--- config.mk ---
export PLATFORM = sky130hd
export DESIGN_NAME = port_clock_gating_ctrl
export DESIGN_NICKNAME = d
export VERILOG_FILES = /design/src/hw/clk_gate_pkg.sv /design/src/hw/port_clock_gating_ctrl.sv
export SDC_FILE = /design/constraint.sdc
export NUM_CORES = 1
export LEC_CHECK = 0
export BUFFER_PORTS_ARGS = -buffer_cell sky130_fd_sc_hd__buf_2
export CAP_MARGIN = 20
export CORE_AREA = 3 3 82 84
export DETAILED_ROUTE_END_ITERATION = 8
export DIE_AREA = 0 0 85 87
export GPL_ROUTABILITY_DRIVEN = 0
export MAX_ROUTING_LAYER = met4
export PLACE_DENSITY = 0.82
export SYNTH_ARGS = -nofsm -noshare
export SYNTH_HDL_FRONTEND = slang
export SYNTH_SLANG_ARGS = --single-unit
--- constraint.sdc ---
create_clock -name i_clk_sys -period 4.4 [get_ports i_clk_sys]
set_clock_uncertainty 0.2 [all_clocks]
set_input_delay 0 -clock i_clk_sys [delete_from_list [all_inputs] [get_ports i_clk_sys]]
set_output_delay 0 -clock i_clk_sys [all_outputs]
set_load 0.005 [all_outputs]
--- src/hw/clk_gate_pkg.sv ---
`default_nettype none

package clk_gate_pkg;

  // ****************************************
  // Bus and field widths
  // ****************************************
  localparam int ADR_W   = 12;             // Byte address width of the register window
  localparam int DAT_W   = 32;             // Wishbone data width
  localparam int SEL_W   = 4;              // Byte lane selects
  localparam int PORT_N  = 5;              // Gated I/O port units A..E
  localparam int DIV_W   = 4;              // System clock divider field width
  localparam int IRQ_N   = 3;              // Interrupt status bits

  // ****************************************
  // Register offsets (byte addresses)
  // ****************************************
  localparam logic [ADR_W-1:0] OFS_RUN_GATE   = 12'h108;  // run_port_clock_gate
  localparam logic [ADR_W-1:0] OFS_SLEEP_GATE = 12'h118;  // sleep_port_clock_gate
  localparam logic [ADR_W-1:0] OFS_DEEP_GATE  = 12'h128;  // deep_sleep_port_clock_gate
  localparam logic [ADR_W-1:0] OFS_DS_SRC     = 12'h144;  // deep_sleep_clock_source
  localparam logic [ADR_W-1:0] OFS_FAULT_CLR  = 12'h150;  // clock_fault_clear
  localparam logic [ADR_W-1:0] OFS_LDO_RST    = 12'h160;  // regulator_reset_allow
  localparam logic [ADR_W-1:0] OFS_IRQ_STAT   = 12'h170;  // Interrupt status, write one to clear
  localparam logic [ADR_W-1:0] OFS_IRQ_MASK   = 12'h174;  // Interrupt mask

  // ****************************************
  // Field positions
  // ****************************************
  localparam int BIT_INT_OSC   = 0;        // internal_osc_override
  localparam int BIT_VER_CLR   = 0;        // verification_clear_bit
  localparam int BIT_LDO_RST   = 0;        // regulator reset enable
  localparam int IRQ_CLK_FAULT = 0;        // Clock verification fault seen
  localparam int IRQ_LDO_LOSS  = 1;        // Regulator lost regulation
  localparam int IRQ_WAKE      = 2;        // Sleep or deep sleep ended

  // ****************************************
  // Reset values
  // ****************************************
  localparam logic [PORT_N-1:0] GATE_RST = 5'h00;  // Every port unclocked
  localparam logic              BIT_RST  = 1'h0;   // Single-bit controls clear
  localparam logic [IRQ_N-1:0]  IRQ_RST  = 3'h0;   // No events, all masked
  localparam logic              SRC_MAIN = 1'h0;   // Main oscillator
  localparam logic              SRC_INT  = 1'h1;   // Internal oscillator
  localparam logic [DIV_W-1:0]  DIV_RST  = 4'h0;   // Divider reset value

  // ****************************************
  // Types
  // ****************************************
  typedef enum logic [1:0] {
    MODE_RUN,
    MODE_SLEEP,
    MODE_DEEP
  } power_mode_e;

  // One Wishbone request, gathered from the bus ports
  typedef struct packed {
    logic             we;
    logic [SEL_W-1:0] sel;
    logic [ADR_W-1:0] adr;
    logic [DAT_W-1:0] dat;
  } wb_req_s;

  // System clock source and divider
  typedef struct packed {
    logic             src;
    logic [DIV_W-1:0] div;
  } sysclk_cfg_s;

endpackage : clk_gate_pkg

`default_nettype wire

--- src/hw/port_clock_gating_ctrl.sv ---
// Added by the designer: the Wishbone interface to the registers.
`default_nettype none

// Functional notes
// - Each gate bit enables one port clock
// - Access to unclocked port gives bus fault
// - All gate bits reset to zero
// - Run, sleep, deep gate registers, same layout
// - Sleep registers apply only with auto gating
// - Bits 0..4 gate ports A..E
// - Bits 31:5 reserved, read zero, writes ignored
// - Override: internal osc runs system in deep
// - No override: main osc stays in deep
// - Wake restores saved clock source and divider
// - Verification fault forces known good clock
// - Fault clear bit set then cleared, not self-clearing
// - Regulator loss resets part only when allowed
module port_clock_gating_ctrl (
  // Clock and reset
  input  wire logic                              i_clk_sys,
  input  wire logic                              i_sys_rst,
  // Wishbone slave
  input  wire logic                              i_wb_cyc,
  input  wire logic                              i_wb_stb,
  input  wire logic                              i_wb_we,
  input  wire logic [clk_gate_pkg::ADR_W-1:0]    i_wb_adr,
  input  wire logic [clk_gate_pkg::SEL_W-1:0]    i_wb_sel,
  input  wire logic [clk_gate_pkg::DAT_W-1:0]    i_wb_dat,
  output logic      [clk_gate_pkg::DAT_W-1:0]    o_wb_dat,
  output logic                                   o_wb_ack,
  output logic                                   o_wb_err,
  // Power mode requests from the processor
  input  wire logic                              i_sleep_req,
  input  wire logic                              i_deep_sleep_req,
  input  wire logic                              i_wake_event,
  input  wire logic                              i_auto_sleep_gating_select,
  // Run clock configuration from the clock configuration logic
  input  wire clk_gate_pkg::sysclk_cfg_s         i_run_clk_cfg,
  // Port clock enables and access checks
  input  wire logic [clk_gate_pkg::PORT_N-1:0]   i_port_access,
  output logic      [clk_gate_pkg::PORT_N-1:0]   o_port_clk_en,
  output logic      [clk_gate_pkg::PORT_N-1:0]   o_port_bus_fault,
  // Oscillator and system clock control
  output clk_gate_pkg::sysclk_cfg_s              o_sysclk_cfg,
  output logic                                   o_int_osc_pwr_en,
  output logic                                   o_main_osc_pwr_en,
  output clk_gate_pkg::power_mode_e              o_power_mode,
  // Clock verification and regulator monitoring pins
  input  wire logic                              i_clk_verif_fault,
  output logic                                   o_good_clk_force,
  input  wire logic                              i_ldo_unregulated,
  output logic                                   o_regulator_reset,
  // Interrupt
  output logic                                   o_irq
);

  // ****************************************
  // Helper functions
  // ****************************************

  // Word match of a byte address against a register offset
  function automatic logic reg_hit(input logic [clk_gate_pkg::ADR_W-1:0] adr,
                                   input logic [clk_gate_pkg::ADR_W-1:0] ofs);
    reg_hit = (adr[clk_gate_pkg::ADR_W-1:2] == ofs[clk_gate_pkg::ADR_W-1:2]);
  endfunction : reg_hit

  // Zero-extend an implemented field into a bus word
  function automatic logic [clk_gate_pkg::DAT_W-1:0] pad_word(input logic [clk_gate_pkg::PORT_N-1:0] v);
    pad_word = {{(clk_gate_pkg::DAT_W-clk_gate_pkg::PORT_N){1'b0}}, v};
  endfunction : pad_word

  // ****************************************
  // Declarations
  // ****************************************
  clk_gate_pkg::wb_req_s                req;               // Bundled bus request
  logic                                 req_valid;         // New request this cycle
  logic                                 wr_lane0;          // Write touching byte lane 0
  logic                                 hit_run;           // Decode strobes
  logic                                 hit_sleep;
  logic                                 hit_deep;
  logic                                 hit_ds_src;
  logic                                 hit_fclr;
  logic                                 hit_ldo;
  logic                                 hit_stat;
  logic                                 hit_mask;
  logic                                 mapped;            // Any register decoded
  logic [clk_gate_pkg::DAT_W-1:0]       rd_word;           // Read mux output

  logic [clk_gate_pkg::PORT_N-1:0]      run_gate_ff;       // Gate registers
  logic [clk_gate_pkg::PORT_N-1:0]      sleep_gate_ff;
  logic [clk_gate_pkg::PORT_N-1:0]      deep_gate_ff;
  logic                                 int_osc_ovr_ff;    // internal_osc_override
  logic                                 ver_clr_ff;        // verification_clear_bit
  logic                                 ldo_allow_ff;      // Regulator reset enable
  logic [clk_gate_pkg::IRQ_N-1:0]       irq_stat_ff;       // Sticky event bits
  logic [clk_gate_pkg::IRQ_N-1:0]       irq_mask_ff;       // Event enables
  logic [clk_gate_pkg::IRQ_N-1:0]       nxt_irq_stat;
  logic [clk_gate_pkg::IRQ_N-1:0]       irq_events;        // Event pulses

  clk_gate_pkg::power_mode_e            mode_ff;           // Current power mode
  clk_gate_pkg::power_mode_e            nxt_mode;
  logic [clk_gate_pkg::PORT_N-1:0]      nxt_port_en;       // Selected gate value
  clk_gate_pkg::sysclk_cfg_s            saved_cfg_ff;      // Clock in use at deep entry
  clk_gate_pkg::sysclk_cfg_s            nxt_sysclk_cfg;
  logic                                 deep_entry;        // Run to deep transition
  logic                                 ovr_active;        // Internal osc forced

  logic                                 fault_meta_ff;     // Fault synchroniser stage 1
  logic                                 fault_sync_ff;     // Fault synchroniser stage 2
  logic                                 fault_prev_ff;     // For edge detection
  logic                                 ldo_meta_ff;       // Regulator synchroniser stage 1
  logic                                 ldo_sync_ff;       // Regulator synchroniser stage 2
  logic                                 ldo_prev_ff;       // For edge detection

  // ****************************************
  // Bus decode
  // ****************************************
  assign req        = '{we: i_wb_we, sel: i_wb_sel, adr: i_wb_adr, dat: i_wb_dat};
  // Only one answer per request: block re-take while ack or err is out
  assign req_valid  = i_wb_cyc & i_wb_stb & ~o_wb_ack & ~o_wb_err;
  assign hit_run    = reg_hit(req.adr, clk_gate_pkg::OFS_RUN_GATE);
  assign hit_sleep  = reg_hit(req.adr, clk_gate_pkg::OFS_SLEEP_GATE);
  assign hit_deep   = reg_hit(req.adr, clk_gate_pkg::OFS_DEEP_GATE);
  assign hit_ds_src = reg_hit(req.adr, clk_gate_pkg::OFS_DS_SRC);
  assign hit_fclr   = reg_hit(req.adr, clk_gate_pkg::OFS_FAULT_CLR);
  assign hit_ldo    = reg_hit(req.adr, clk_gate_pkg::OFS_LDO_RST);
  assign hit_stat   = reg_hit(req.adr, clk_gate_pkg::OFS_IRQ_STAT);
  assign hit_mask   = reg_hit(req.adr, clk_gate_pkg::OFS_IRQ_MASK);
  assign mapped     = hit_run | hit_sleep | hit_deep | hit_ds_src | hit_fclr | hit_ldo | hit_stat | hit_mask;
  // All implemented bits live in lane 0; other lanes hold only reserved bits
  assign wr_lane0   = req_valid & req.we & req.sel[0];

  // Read mux; reserved bits read as zero
  assign rd_word =
      hit_run    ? pad_word(run_gate_ff)                                   :
      hit_sleep  ? pad_word(sleep_gate_ff)                                 :
      hit_deep   ? pad_word(deep_gate_ff)                                  :
      hit_ds_src ? pad_word({{(clk_gate_pkg::PORT_N-1){1'b0}}, int_osc_ovr_ff}) :
      hit_fclr   ? pad_word({{(clk_gate_pkg::PORT_N-1){1'b0}}, ver_clr_ff})     :
      hit_ldo    ? pad_word({{(clk_gate_pkg::PORT_N-1){1'b0}}, ldo_allow_ff})   :
      hit_stat   ? pad_word({{(clk_gate_pkg::PORT_N-clk_gate_pkg::IRQ_N){1'b0}}, irq_stat_ff}) :
      hit_mask   ? pad_word({{(clk_gate_pkg::PORT_N-clk_gate_pkg::IRQ_N){1'b0}}, irq_mask_ff}) :
                   '0;

  // ****************************************
  // Bus answer
  // ****************************************

  // Ack or err one cycle after the request is taken; both drop the next cycle
  always_ff @(posedge i_clk_sys or posedge i_sys_rst) begin
    if (i_sys_rst) begin
      o_wb_ack <= 1'b0;
      o_wb_err <= 1'b0;
      o_wb_dat <= '0;
    end else begin
      o_wb_ack <= req_valid & mapped;
      o_wb_err <= req_valid & ~mapped;  // Unmapped address answers with err
      o_wb_dat <= (req_valid & ~req.we) ? rd_word : '0;
    end
  end

  // ****************************************
  // Gate registers
  // ****************************************

  // Writes keep only bits 4:0; bits 31:5 are dropped
  always_ff @(posedge i_clk_sys or posedge i_sys_rst) begin
    if (i_sys_rst) begin
      run_gate_ff   <= clk_gate_pkg::GATE_RST;
      sleep_gate_ff <= clk_gate_pkg::GATE_RST;
      deep_gate_ff  <= clk_gate_pkg::GATE_RST;
    end else begin
      if (wr_lane0 & hit_run) begin
        run_gate_ff <= req.dat[clk_gate_pkg::PORT_N-1:0];
      end
      if (wr_lane0 & hit_sleep) begin
        sleep_gate_ff <= req.dat[clk_gate_pkg::PORT_N-1:0];
      end
      if (wr_lane0 & hit_deep) begin
        deep_gate_ff <= req.dat[clk_gate_pkg::PORT_N-1:0];
      end
    end
  end

  // ****************************************
  // Single-bit control registers and interrupt mask
  // ****************************************

  // The fault clear bit is only ever changed by software
  always_ff @(posedge i_clk_sys or posedge i_sys_rst) begin
    if (i_sys_rst) begin
      int_osc_ovr_ff <= clk_gate_pkg::BIT_RST;
      ver_clr_ff     <= clk_gate_pkg::BIT_RST;
      ldo_allow_ff   <= clk_gate_pkg::BIT_RST;
      irq_mask_ff    <= clk_gate_pkg::IRQ_RST;
    end else begin
      if (wr_lane0 & hit_ds_src) begin
        int_osc_ovr_ff <= req.dat[clk_gate_pkg::BIT_INT_OSC];
      end
      if (wr_lane0 & hit_fclr) begin
        ver_clr_ff <= req.dat[clk_gate_pkg::BIT_VER_CLR];
      end
      if (wr_lane0 & hit_ldo) begin
        ldo_allow_ff <= req.dat[clk_gate_pkg::BIT_LDO_RST];
      end
      if (wr_lane0 & hit_mask) begin
        irq_mask_ff <= req.dat[clk_gate_pkg::IRQ_N-1:0];
      end
    end
  end

  // ****************************************
  // Power mode state machine
  // ****************************************

  // Deep request wins over plain sleep when both arrive together
  always_comb begin
    nxt_mode = mode_ff;
    case (mode_ff)
      clk_gate_pkg::MODE_RUN: begin
        if (i_deep_sleep_req) begin
          nxt_mode = clk_gate_pkg::MODE_DEEP;
        end else if (i_sleep_req) begin
          nxt_mode = clk_gate_pkg::MODE_SLEEP;
        end
      end
      clk_gate_pkg::MODE_SLEEP: begin
        if (i_wake_event) begin
          nxt_mode = clk_gate_pkg::MODE_RUN;
        end
      end
      clk_gate_pkg::MODE_DEEP: begin
        if (i_wake_event) begin
          nxt_mode = clk_gate_pkg::MODE_RUN;
        end
      end
      default: begin
        nxt_mode = clk_gate_pkg::MODE_RUN;
      end
    endcase
  end

  assign deep_entry = (mode_ff == clk_gate_pkg::MODE_RUN) && (nxt_mode == clk_gate_pkg::MODE_DEEP);

  always_ff @(posedge i_clk_sys or posedge i_sys_rst) begin
    if (i_sys_rst) begin
      mode_ff <= clk_gate_pkg::MODE_RUN;
    end else begin
      mode_ff <= nxt_mode;
    end
  end

  // ****************************************
  // Gate selection
  // ****************************************

  // Choose by the mode being entered, so the new enables land with the state
  always_comb begin
    case (nxt_mode)
      clk_gate_pkg::MODE_SLEEP: begin
        nxt_port_en = i_auto_sleep_gating_select ? sleep_gate_ff : run_gate_ff;
      end
      clk_gate_pkg::MODE_DEEP: begin
        nxt_port_en = i_auto_sleep_gating_select ? deep_gate_ff : run_gate_ff;
      end
      default: begin
        nxt_port_en = run_gate_ff;
      end
    endcase
  end

  // Enables leave a flop so the downstream clock gates see no hazards
  always_ff @(posedge i_clk_sys or posedge i_sys_rst) begin
    if (i_sys_rst) begin
      o_port_clk_en    <= clk_gate_pkg::GATE_RST;
      o_port_bus_fault <= '0;
    end else begin
      o_port_clk_en    <= nxt_port_en;
      o_port_bus_fault <= i_port_access & ~o_port_clk_en;
    end
  end

  // ****************************************
  // System clock source
  // ****************************************

  // Override only matters once deep sleep is being entered or held
  assign ovr_active = int_osc_ovr_ff & (nxt_mode == clk_gate_pkg::MODE_DEEP);

  // Outside deep sleep the run configuration is followed; on wake the saved copy is
  // driven for the first run cycle, which equals what was in use at entry
  always_comb begin
    nxt_sysclk_cfg = i_run_clk_cfg;
    if (ovr_active) begin
      // The saved copy only loads at the entry edge, so take the live divider then
      nxt_sysclk_cfg = '{src: clk_gate_pkg::SRC_INT, div: deep_entry ? i_run_clk_cfg.div : saved_cfg_ff.div};
    end else if (nxt_mode == clk_gate_pkg::MODE_DEEP) begin
      nxt_sysclk_cfg = deep_entry ? i_run_clk_cfg : saved_cfg_ff;
    end else if (mode_ff == clk_gate_pkg::MODE_DEEP) begin
      nxt_sysclk_cfg = saved_cfg_ff;
    end
  end

  // Capture the running source and divider at the onset of deep sleep
  always_ff @(posedge i_clk_sys or posedge i_sys_rst) begin
    if (i_sys_rst) begin
      saved_cfg_ff <= '{src: clk_gate_pkg::SRC_MAIN, div: clk_gate_pkg::DIV_RST};
    end else if (deep_entry) begin
      saved_cfg_ff <= i_run_clk_cfg;
    end
  end

  always_ff @(posedge i_clk_sys or posedge i_sys_rst) begin
    if (i_sys_rst) begin
      o_sysclk_cfg      <= '{src: clk_gate_pkg::SRC_MAIN, div: clk_gate_pkg::DIV_RST};
      o_int_osc_pwr_en  <= 1'b0;
      o_main_osc_pwr_en <= 1'b1;
      o_power_mode      <= clk_gate_pkg::MODE_RUN;
    end else begin
      o_sysclk_cfg      <= nxt_sysclk_cfg;
      // Internal osc up when forced or selected; main osc down only when forced
      o_int_osc_pwr_en  <= ovr_active | (nxt_sysclk_cfg.src == clk_gate_pkg::SRC_INT);
      o_main_osc_pwr_en <= ~ovr_active;
      o_power_mode      <= nxt_mode;
    end
  end

  // ****************************************
  // Clock verification and regulator
  // ****************************************

  // Pins come from other domains; two flops before any use
  always_ff @(posedge i_clk_sys or posedge i_sys_rst) begin
    if (i_sys_rst) begin
      fault_meta_ff <= 1'b0;
      fault_sync_ff <= 1'b0;
      fault_prev_ff <= 1'b0;
      ldo_meta_ff   <= 1'b0;
      ldo_sync_ff   <= 1'b0;
      ldo_prev_ff   <= 1'b0;
    end else begin
      fault_meta_ff <= i_clk_verif_fault;
      fault_sync_ff <= fault_meta_ff;
      fault_prev_ff <= fault_sync_ff;
      ldo_meta_ff   <= i_ldo_unregulated;
      ldo_sync_ff   <= ldo_meta_ff;
      ldo_prev_ff   <= ldo_sync_ff;
    end
  end

  // Good-clock force latches; a fault present during clear keeps it set
  always_ff @(posedge i_clk_sys or posedge i_sys_rst) begin
    if (i_sys_rst) begin
      o_good_clk_force  <= 1'b0;
      o_regulator_reset <= 1'b0;
    end else begin
      o_good_clk_force  <= fault_sync_ff | (o_good_clk_force & ~ver_clr_ff);
      o_regulator_reset <= ldo_allow_ff & ldo_sync_ff;
    end
  end

  // ****************************************
  // Interrupts
  // ****************************************
  assign irq_events[clk_gate_pkg::IRQ_CLK_FAULT] = fault_sync_ff & ~fault_prev_ff;
  assign irq_events[clk_gate_pkg::IRQ_LDO_LOSS]  = ldo_sync_ff & ~ldo_prev_ff;
  assign irq_events[clk_gate_pkg::IRQ_WAKE]      = (mode_ff != clk_gate_pkg::MODE_RUN) &
                                                   (nxt_mode == clk_gate_pkg::MODE_RUN);

  // New events win over a same-cycle write-one-to-clear
  assign nxt_irq_stat = irq_events |
                        (irq_stat_ff & ~((wr_lane0 & hit_stat) ? req.dat[clk_gate_pkg::IRQ_N-1:0] : '0));

  always_ff @(posedge i_clk_sys or posedge i_sys_rst) begin
    if (i_sys_rst) begin
      irq_stat_ff <= clk_gate_pkg::IRQ_RST;
      o_irq       <= 1'b0;
    end else begin
      irq_stat_ff <= nxt_irq_stat;
      o_irq       <= |(nxt_irq_stat & irq_mask_ff);
    end
  end

endmodule : port_clock_gating_ctrl

`default_nettype wire

**Yosys cells after proc, flatten, opt, wreduce, memory -nomap -nowiden**

Cells that the tools add are included.

- Add/sub/neg operators: 0
- $mul: 0
- Divide/modulo/power cells: 0
- Magnitude comparators: 0
- Eq/ne operators: 12
- Shifts and indexed selects: 0
- Muxes and demuxes: 22
- Bitwise gates (word level): 45
- Reductions and logical operators: 6

Operators by type and width:

| operator | count |
|---|---|
| == test 10 x 7 -> 1 bit, second input constant | 8 |
| 2-to-1 mux 5 bit | 10 |
| bitwise AND 1 bit | 22 |
| 2-to-1 mux 3 bit | 6 |
| one-hot mux 5 bit (2 select lines) | 1 |
| bitwise OR 1 bit | 9 |
| inverter 1 bit | 8 |
| bitwise AND 3 bit | 2 |
| 2-to-1 mux 2 bit | 3 |
| bitwise AND 5 bit | 1 |
| inverter 5 bit | 1 |
| == test 2 x 1 -> 1 bit, second input constant | 2 |
| == test 2 bit, second input constant | 2 |
| zero test 2 bit | 2 |
| 2-to-1 mux 4 bit | 1 |
| one-hot mux 2 bit (2 select lines) | 1 |
| inverter 3 bit | 1 |
| bitwise OR 3 bit | 1 |
| OR reduction 3 bit | 1 |
| nonzero test 2 bit | 1 |
| OR reduction 2 bit | 1 |
| logical AND 1 bit | 1 |

- Flip-flop bits (word level): 64
- Bits in latches: 0
- Memory bits (writable): 0
- Bits in read-only memories: 0
- Input bits: 69
- Output and inout bits: 56
- Memories kept: 0

**Longest topological paths before layout**

Gate-level depths: netlist of run 1.

- Depth in word-level cells: 12
- Mapped depth: 11
- Gate-level depth less buffers: 11

**Least setup slack after synthesis of run 1**

OpenSTA, ideal clock, no wires.

- Kind: reg2reg
- Start: register, netlist name o_power_mode[0]
- End: register o_port_clk_en[4] in the netlist's numbering
- Setup time: 83 ps
- Data arrival time: 2116 ps
- Setup slack: 2001 ps
- Stages on the path, launching flop included: 12
- Path buffers: 1
- Cell sequence: dfrtp_1 > inv_1 > ha_1 > nor2b_1 > nand2_1 > a21oi_1 > ha_1 > clkbuf_1 > nor2_1 > o21ai_0 > nand2_1 > o21ai_0

RTL lines:

| element | line | text |
|---|---|---|
| end signal: assignment | port_clock_gating_ctrl.sv:275 | `o_port_clk_en <= clk_gate_pkg::GATE_RST;` |
| end signal: assignment | port_clock_gating_ctrl.sv:278 | `o_port_clk_en <= nxt_port_en;` |
| end: declaration | port_clock_gating_ctrl.sv:41 | `output logic [clk_gate_pkg::PORT_N-1:0] o_port_clk_en,` |

==> results of run 1 <==
## routing by layer
metal  vias up  share of wire [%]  global-route usage, %
met5         -                  0                      -
met4         0                1.6                  8.058
met3         8                6.5                  5.393
met2        73                 50                  29.31
met1      1112                 42                  22.50
li1       1096                  -                      -
## flip-flops by register name, summed over array words and instances, names as in the netlist, 2 cells and up
name	count
deep_gate_ff	5
irq_mask_ff	3
irq_stat_ff	3
o_port_bus_fault	5
o_port_clk_en	5
o_power_mode	2
o_sysclk_cfg	4
o_wb_dat	5
run_gate_ff	5
saved_cfg_ff	5
sleep_gate_ff	5
## cell type report
class	count	area, µm²	share of cell area, %
Inverter	10	37.54	0.9500
Clock inverter	5	103.9	2.628
Multi-Input combinational cell	184	1294	32.74
Clock buffer	11	151.4	3.832
Sequential cell	63	1578	39.93
Tap cell	75	93.84	2.375
Timing Repair Buffer	102	693.2	17.54
## cells by family (layout without fill, tap and decap cells)
kind of cell | Yosys count | after routing
and+or+nand+nor | 67 | 67
DFF | 63 | 63
AOI/OAI and AO/OA | 46 | 46
buffers and inverters | 43 | 128
muxes | 38 | 38
adders and majority gates | 6 | 6
other | 1 | 27
## synthesized netlist by cell type, drive strengths merged, types with 2 or more instances
cell    instances  area (µm²)
clkbuf          3       11.26
inv            10       37.54
nor2b          14       87.58
a21o            5       37.54
mux2i           7       70.07
a211oi          3       22.52
ha              6       75.07
o21ai          12       60.06
a221oi          4       41.29
buf            30       219.0
or3b            3       26.28
a21oi           7       35.03
a31oi           2       12.51
nor4            2       27.53
mux2           31       349.1
nand2b          5       31.28
and2            2       12.51
dfrtp          62        1551
nand2          16       60.06
nand3           7       35.03
nor2           10       37.54
a22oi           6       45.04
nor3            2       15.01
## what timing repair did
action / 4_1_cts / 5_1_grt
setup endpoints to repair: 0 / 0
hold endpoints to repair: 118 / 0
setup buffers: 0 / 0
hold buffers: 36 / 0
## worst max-delay path, cell delays in order, from the launching register on
cell           delay (ns)
dfrtp_1              0.42
inv_1                0.10
ha_1                 0.28
o211ai_1             0.12
dlygate4sd3_1        0.58
a21o_1               0.16
ha_1                 0.43
mux2i_1              0.48
mux2_2               0.39
## worst max-delay path by stage
stage,endpoint,slack (ns)
global route,o_port_clk_en[0]$_DFF_PP0_,1.0
floorplan,o_port_clk_en[4]$_DFF_PP0_,2.00
finish,o_sysclk_cfg[3]$_DFF_PP0_,1.14
detailed placement,o_sysclk_cfg[3]$_DFF_PP0_,1.49
CTS,o_sysclk_cfg[3]$_DFF_PP0_,1.20
global placement,o_sysclk_cfg[1]$_DFF_PP0_,1.60
## power by group through the flow
stage	logic, mW	registers, mW	clock network [mW]
after CTS	0.413	0.672	0.639
after floorplan	0.277	0.683	0
after global routing	0.456	0.680	0.671
final	0.410	0.673	0.627
after global placement	0.364	0.681	0
after detailed placement	0.380	0.682	0
## layout by cell type, fill, tap and decap left out, types with 3 or more instances in the layout
| cell type | n |
|---|---|
| buf_2 | 65 |
| dfrtp_1 | 62 |
| dlygate4sd3_1 | 36 |
| mux2_2 | 29 |
| conb_1 | 27 |
| nand2_1 | 16 |
| nor2b_1 | 14 |
| o21ai_0 | 12 |
| clkbuf_8 | 11 |
| nor2_1 | 10 |
| inv_1 | 9 |
| nand3_1 | 7 |
| mux2i_1 | 7 |
| a21oi_1 | 7 |
| a22oi_1 | 6 |
| ha_1 | 6 |
| a21o_1 | 5 |
| nand2b_1 | 5 |
| a221oi_1 | 3 |
| a211oi_1 | 3 |
| bufinv_16 | 3 |
==> flow_summary.ini, run 1 <==
[floorplanning]
core_area_um2 = 5991
die_y_um = 87
placementRows = 28
start_util_pct = 50.77
pin_count = 125
die_x_um = 85
die-area_um2 = 7395

[place]
place_area_um2 = 3336
hpwl_mm = 4.323
portBuffers = 65
placedCellCount = 398
place_ws_ns = 1.494

[yosys]
async_reset_ff_share_pct = 100.0
synth_edf_count = 0
ys_warn_count = 0
syn_inst = 264
avgSynthCellArea_um2 = 11.52
synth.distinct_cells = 45
synth_mux_area_share_pct = 13.78
synthFlopType = dfrtp_1
synth_fa_ha_area_share_pct = 2.468
synth-compound-area-share_pct = 10.45
syn_area_um2 = 3042
ys_ff_latch = 63
synth.yosys.seq_area_share_pct = 51.87
synth_top_family_by_area = multiplexers
synth_xor_area_share_pct = 0
yosys.area_share.simple_pct = 12.51

[pwr]
comb_power_share_pct = 24.0
power_density_nw_per_um2 = 432.7
p_switching_mw = 0.4605
power_frac_clock_pct = 36.7
intPower_mw = 1.249
switching_share_pct = 26.93
seqPwrFrac_pct = 39.3
total_power_mw = 1.710
peakVddDrop_v = 0.0003426
power_leakage_nw = 1.909

[timing]
finalCriticalPeriod_ns = 3.261
setup_violations = 0
fin_ws_ns = 1.139
fmax_ghz = 0.3066
finalSetupTns_ns = 0
relSlewSlack_pct = 49.22
rsz0062_at_grt = no
worst_hold_slack_ns = 0.01211
slew_violations = 0
period_share_pct = 74.12
tightest_slew_ns = 0.7616
hold_viol = 0

[hold_path]
worstHoldStart = i_wb_sel[0]
hp-class = input pin to flip-flop
hold_end = irq_stat_ff[1]$_DFF_PP0_
whs_path_depth = 5

[global_routing]
grt_pass1_wl_mm = 10.31
grt_use_total_pct = 18.64
grt_max_degree = 64
grt_overflow = 0
grt_antenna_before_repair = 0
grt_pass1_vias = 2239

[drt]
first_iter_violations = 81
firstDrtPassIters = 4
post_drt_wl_per_cell_um = 13.96
drc = 0
routed_wl_mm = 6.283
via_per_inst = 5.087
ant_nets = 0
num_vias = 2289

[clocking]
tritoncts = done
clk_latency_ns = 0.34
cts_htree_levels = 3
root_buffer = clkbuf_8
cts.sinks = 63
clk_path_buf_depth = 2
cts_inserted_buffers = 9
ctsResizeCount = 0
clk_pin_slew_ns = 0.07

[setup_path]
r2r-end = o_sysclk_cfg[3]$_DFF_PP0_
crit_start = o_power_mode[0]$_DFF_PP0_
cp.arrival_ns = 3.29
worst-r2r-setup-slack_ns = 1.14
criticalPathCategory = flip-flop to flip-flop
crit_fanout = 11
cp-start-kind = flip-flop
cp.required_ns = 4.43
cp-end-kind = flip-flop
reg2regPathDepth = 8
r2r-start = o_power_mode[0]$_DFF_PP0_

[finish]
filler_cell_count = 449
utilization_pct = 65.96
post-route-cell-area_um2 = 3951
nNetsFinal = 445
drive_above_1_share_pct = 31.73
instances_no_fill = 450
area_growth_pct = 29.91
antenna_cells = 0

[job]
max_cap_violations = 0

[run_status]
status = complete, no violations
Power figures use the tool's default switching activity.
==> run 2, diff against run 1 <==
--- a/config.mk
+++ b/config.mk
@@ -5,14 +5,15 @@
 export SDC_FILE = /design/constraint.sdc
 export NUM_CORES = 1
 export LEC_CHECK = 0
+export ABC_AREA = 1
 export BUFFER_PORTS_ARGS = -buffer_cell sky130_fd_sc_hd__buf_2
 export CAP_MARGIN = 20
-export CORE_AREA = 3 3 82 84
+export CORE_AREA = 3 3 89 91
 export DETAILED_ROUTE_END_ITERATION = 8
-export DIE_AREA = 0 0 85 87
+export DIE_AREA = 0 0 92 94
 export GPL_ROUTABILITY_DRIVEN = 0
 export MAX_ROUTING_LAYER = met4
-export PLACE_DENSITY = 0.82
+export PLACE_DENSITY = 0.74
 export SYNTH_ARGS = -nofsm -noshare
 export SYNTH_HDL_FRONTEND = slang
 export SYNTH_SLANG_ARGS = --single-unit
==> constraint.sdc (replaced) <==
create_clock -name i_clk_sys -period 2.9 [get_ports i_clk_sys]
set_clock_uncertainty 0.2 [all_clocks]
set_input_delay 0 -clock i_clk_sys [delete_from_list [all_inputs] [get_ports i_clk_sys]]
set_output_delay 0 -clock i_clk_sys [all_outputs]
set_load 0.005 [all_outputs]
==> flow_summary.ini, run 2 <==
[drt]
drc = 0
firstDrtPassIters = 4
num_vias = 2634
routed_wl_mm = 7.021
via_per_inst = 4.613
ant_nets = 0
first_iter_violations = 149
post_drt_wl_per_cell_um = 12.30

[global_routing]
grt_overflow = 0
grt_use_total_pct = 18.00
grt_pass1_vias = 2637
grt_pass1_wl_mm = 11.83
grt_antenna_before_repair = 0
grt_max_degree = 24

[pwr]
power_frac_clock_pct = 31.6
power_density_nw_per_um2 = 597.4
seqPwrFrac_pct = 42.3
comb_power_share_pct = 26.1
intPower_mw = 1.633
peakVddDrop_v = 0.0002471
p_switching_mw = 0.7682
power_leakage_nw = 2.066
switching_share_pct = 32.00

[yosys]
synthTopCellsByCount = 66 x nand2_1, 62 x dfrtp_1, 49 x inv_1, 36 x nor2_1, 35 x o21ai_0
syn_inst = 356
synthFlopType = dfrtp_1
ys_warn_count = 0
syn_area_um2 = 3110
synth.distinct_cells = 34
synth_edf_count = 0
synth.most_common_cell = nand2_1
ys_ff_latch = 63
synth_top_area_cell = dfrtp_1
synth_top_area_share_pct = 49.88
async_reset_ff_share_pct = 100.0
yosys-top-cells-area = dfrtp_1 50%, nand2_1 8.0%, buf_4 6.8%, inv_1 5.9%, o21ai_0 5.6%
synth.yosys.seq_area_share_pct = 50.72
avgSynthCellArea_um2 = 8.737

[floorplanning]
die-area_um2 = 8648
core_area_um2 = 7214
die_x_um = 92
placementRows = 31
start_util_pct = 43.11
pin_count = 125
die_y_um = 94

[finish]
antenna_cells = 0
filler_cell_count = 662
nNetsFinal = 542
area_growth_pct = 29.20
drive_above_1_share_pct = 23.31
final_common_cell = nand2_1
final_cell_mix = 66 x nand2_1, 65 x buf_2, 62 x dfrtp_1
utilization_pct = 55.71

[place]
hpwl_mm = 4.953
portBuffers = 65

[timing]
finalSetupTns_ns = 0
period_share_pct = 90.43
slew_violations = 0
fmax_ghz = 0.3813
finalCriticalPeriod_ns = 2.622
setup_violations = 0
rsz0062_at_grt = no
hold_viol = 0

[hold_path]
hp-class = input pin to asynchronous set/reset pin

[clocking]
root_buffer = clkbuf_8
clk_pin_slew_ns = 0.08
clk_latency_ns = 0.35
clk_path_buf_depth = 2
cts.sinks = 63
cts_inserted_buffers = 9
tritoncts = done
cts_htree_levels = 3
cts_setup_buffers = 0

[job]
max_cap_violations = 0

[setup_path]
criticalPathCategory = input pin to flip-flop
cp.required_ns = 2.95
cp-start-kind = input pin
crit_fanout = 4
cp-end-kind = flip-flop
cp.arrival_ns = 2.67

[run_status]
status = complete, no violations
==> run 2: cell types whose count changed after synthesis, sizes merged, moves of 6 or more <==
cell   change
a22oi      -6
nand2     +57
inv       +39
nor2      +31
o21ai     +27
mux2      -27
nand3     +13
nor2b     -14
==> run 2: layer usage <==
| metal | track usage [%] | part of all wire [%] | vias to the layer above |
|---|---|---|---|
| li1 | - | - | 1313 |
| met1 | 20.43 | 43 | 1214 |
| met3 | 4.087 | 6.0 | 20 |
| met5 | - | 0 | - |
| met2 | 30.05 | 49 | 87 |
| met4 | 9.158 | 2.6 | 0 |
==> run 2: layout make-up <==
| class | instances | area, µm² | share of cell area, % |
|---|---|---|---|
| clock inverters | 7 | 73.82 | 1.837 |
| repair buffers | 104 | 708.2 | 17.62 |
| multi-input cells | 240 | 1227 | 30.54 |
| flip-flops and latches | 63 | 1578 | 39.26 |
| clock buffers | 9 | 123.9 | 3.082 |
| inverters | 49 | 183.9 | 4.577 |
| well taps | 99 | 123.9 | 3.082 |
==> run 2: logic make-up after synthesis <==
| group | Yosys count | synth area share [%] |
|---|---|---|
| DFF | 63 | 50.72 |
| buffers and inverters | 79 | 12.95 |
| other | 1 | 0.1206 |
| muxes | 6 | 2.092 |
| AOI/OAI and AO/OA | 57 | 10.74 |
| and+or+nand+nor | 144 | 20.96 |
| adders and majority gates | 6 | 2.413 |
==> run 2: through the flow <==
step / power (mW) / hold WS, ns / instance area (µm²) / worst slack (ns) / std cells
global route: 2.552 / 0.05250 / 4019 / 0.1753 / 571
floorplan: 1.440 / -0.1686 / 3208 / 0.5785 / 382
CTS: 2.414 / 0.005476 / 4019 / 0.2676 / 571
global placement: 1.573 / -0.1611 / 3461 / 0.5354 / 519
detailed placement: 1.602 / -0.1655 / 3461 / 0.4067 / 519
finish: 2.401 / 0.01179 / 4019 / 0.2776 / 571
==> run 2: critical path: stages <==
cell,delay [ns]
dlygate4sd3_1,0.53
buf_2,0.13
inv_1,0.06
nand2_1,0.05
nor2_1,0.08
nand2_1,0.11
dlygate4sd3_1,0.59
nor2_2,0.15
dlygate4sd3_1,0.63
nand2_1,0.07
a211oi_1,0.28
==> run 2: power groups by stage <==
stage,sequential (mW),combinational (mW),clock [mW]
after detailed placement,1.03,0.570,0
after floorplan,1.04,0.404,0
final,1.02,0.627,0.758
after global placement,1.03,0.546,0
after global routing,1.03,0.710,0.816
after CTS,1.01,0.627,0.772
==> run 2: path summary, 6_finish.rpt <==
| check | to | cells past startpoint | startpoint | slack (ns) |
|---|---|---|---|---|
| setup / recovery | o_wb_dat[3]$_DFF_PP0_ | 11 | i_wb_adr[2] | 0.28 |
| hold / removal | o_sysclk_cfg[2]$_DFF_PP0_ | 3 | i_sys_rst | 0.01 |
| hold reg to reg | fault_sync_ff$_DFF_PP0_ | 0 | fault_meta_ff$_DFF_PP0_ | 0.15 |
| max in group asynchronous | o_main_osc_pwr_en$_DFF_PP1_ | 4 | i_sys_rst | 1.79 |
| setup reg to reg | o_sysclk_cfg[0]$_DFF_PP0_ | 10 | o_power_mode[0]$_DFF_PP0_ | 0.35 |
| min in group i_clk_sys | o_wb_dat[4]$_DFF_PP0_ | 6 | i_wb_adr[11] | 0.03 |
==> run 2: timing repair <==
item / CTS / global route
gates resized for setup: 0 / 0
hold endpoints to repair: 118 / 0
hold buffers: 36 / 0
==> run 3, diff against run 2 <==
--- a/config.mk
+++ b/config.mk
@@ -8,12 +8,12 @@
 export ABC_AREA = 1
 export BUFFER_PORTS_ARGS = -buffer_cell sky130_fd_sc_hd__buf_2
 export CAP_MARGIN = 20
-export CORE_AREA = 3 3 89 91
+export CORE_AREA = 3 3 123 66
 export DETAILED_ROUTE_END_ITERATION = 8
-export DIE_AREA = 0 0 92 94
+export DIE_AREA = 0 0 126 69
 export GPL_ROUTABILITY_DRIVEN = 0
 export MAX_ROUTING_LAYER = met4
-export PLACE_DENSITY = 0.74
+export PLACE_DENSITY = 0.75
 export SYNTH_ARGS = -nofsm -noshare
 export SYNTH_HDL_FRONTEND = slang
 export SYNTH_SLANG_ARGS = --single-unit
==> flow_summary.ini, run 3 (synthesized netlist as in run 2, its figures left out) <==
[timing]
fmax_ghz = 0.3909
slew_violations = 0
setup_violations = 0
relSlewSlack_pct = 47.92
finalCriticalPeriod_ns = 2.558
hold_viol = 0
tightest_slew_ns = 0.7812
rsz0062_at_grt = no
period_share_pct = 88.21
finalSetupTns_ns = 0

[place]
place_area_um2 = 3450
portBuffers = 65
hpwl_mm = 5.274

[setup_path]
worst-r2r-setup-slack_ns = 0.34
r2r-start = o_power_mode[0]$_DFF_PP0_
cp-end-kind = flip-flop
r2r-end = o_sysclk_cfg[1]$_DFF_PP0_
cp-start-kind = flip-flop
reg2regPathDepth = 10
crit_fanout = 5
cp.required_ns = 2.89
cp.arrival_ns = 2.55
criticalPathCategory = flip-flop to flip-flop

[global_routing]
grt_antenna_before_repair = 0
grt_max_degree = 64
grt_overflow = 0
grt_pass1_vias = 2488
grt_use_total_pct = 17.67
grt_pass1_wl_mm = 11.89

[finish]
area_growth_pct = 31.26
utilization_pct = 57.05
nNetsFinal = 537
antenna_cells = 0
drive_above_1_share_pct = 23.34
final_common_cell = nand2_1
final_cell_mix = 66 x nand2_1, 65 x buf_2, 62 x dfrtp_1
post-route-cell-area_um2 = 4083

[floorplanning]
core_area_um2 = 7157
pin_count = 125
die_y_um = 69
start_util_pct = 43.46
die_x_um = 126
placementRows = 22
die-area_um2 = 8694

[pwr]
power_density_nw_per_um2 = 679.7
intPower_mw = 1.981
power_leakage_nw = 2.113
comb_power_share_pct = 22.9
switching_share_pct = 28.63
peakVddDrop_v = 0.0004702
total_power_mw = 2.775
p_switching_mw = 0.7946
seqPwrFrac_pct = 36.8
power_frac_clock_pct = 40.2

[drt]
num_vias = 2643
drc = 0
ant_nets = 0
first_iter_violations = 239
post_drt_wl_per_cell_um = 12.85
firstDrtPassIters = 4
via_per_inst = 4.694
routed_wl_mm = 7.233

[hold_path]
hold_end = o_wb_ack$_DFF_PP0_
hp-class = input pin to flip-flop
whs_path_depth = 6
worstHoldStart = i_wb_adr[2]

[job]
max_cap_violations = 0

[run_status]
status = complete, no violations

[clocking]
clk_pin_slew_ns = 0.05
clk_path_buf_depth = 2
root_buffer = clkbuf_16
tritoncts = done
clk_latency_ns = 0.33
cts.sinks = 63
cts_htree_levels = 3
ctsResizeCount = 0
cts_inserted_buffers = 9
==> run 3: cell types whose count changed in the layout (fill, tap and decap cells not counted), sizes merged <==
cell,delta
dlygate4sd3,-4
clkinvlp,-3
clkinv,+2
buf,-1
bufinv,+1
==> run 3: final cells by class <==
type | count | area (µm²)
timing repair buffer | 99 | 660.6
multi-input combinational | 240 | 1227
clock buffer | 9 | 225.2
tap | 96 | 120.1
clock inverter | 7 | 87.58
inverter | 49 | 183.9
sequential | 63 | 1578
fill | 643 | 3074
==> run 3: worst max path at each step <==
stage,slack (ns),from,end
CTS,0.37,o_power_mode[0]$_DFF_PP0_,o_sysclk_cfg[1]$_DFF_PP0_
floorplan,0.58,o_power_mode[0]$_DFF_PP0_,o_port_clk_en[0]$_DFF_PP0_
finish,0.34,o_power_mode[0]$_DFF_PP0_,o_sysclk_cfg[1]$_DFF_PP0_
global route,0.18,o_power_mode[0]$_DFF_PP0_,o_sysclk_cfg[1]$_DFF_PP0_
global placement,0.48,o_power_mode[0]$_DFF_PP0_,o_sysclk_cfg[1]$_DFF_PP0_
detailed placement,0.39,o_power_mode[0]$_DFF_PP0_,o_sysclk_cfg[1]$_DFF_PP0_
==> run 3: routing by layer <==
| layer | vias to the layer above | track usage (%) | wire [µm] |
|---|---|---|---|
| met2 | 105 | 23.31 | 2983 |
| met1 | 1222 | 25.53 | 3533 |
| met3 | 7 | 5.805 | 664 |
| li1 | 1309 | - | - |
| met4 | 0 | 5.707 | 51 |
| met5 | - | - | 0 |
==> run 3: critical path, stage by stage (launching register included) <==
cell and delay, ns:
dfrtp_1 0.42, inv_1 0.09, ha_1 0.31, a32o_1 0.17
o211a_1 0.19, inv_1 0.07, ha_1 0.21, nand2_1 0.22
mux2_2 0.38, nand2_1 0.05, o21ai_0 0.11
==> run 3: what timing repair did <==
action	4_1_cts	5_1_grt
hold buffers	32	0
setup buffers	0	0
endpoints found under the hold margin	117	0
==> run 3: power groups by stage <==
stage / combinational (mW) / sequential, mW / clock (mW)
after global placement: 0.560 / 1.03 / 0
after floorplan: 0.404 / 1.04 / 0
after detailed placement: 0.581 / 1.04 / 0
after global routing: 0.718 / 1.03 / 1.18
after CTS: 0.631 / 1.02 / 1.15
final: 0.636 / 1.02 / 1.12
==> run 3: stage by stage <==
stage | setup WS, ns | std cells | hold WS [ns]
final | 0.3420 | 563 | 0.02720
after global routing | 0.1783 | 563 | 0.07152
after CTS | 0.3726 | 563 | 0.01174
after detailed placement | 0.3851 | 515 | -0.09027
after global placement | 0.4793 | 515 | -0.09279
after floorplan | 0.5785 | 382 | -0.1686
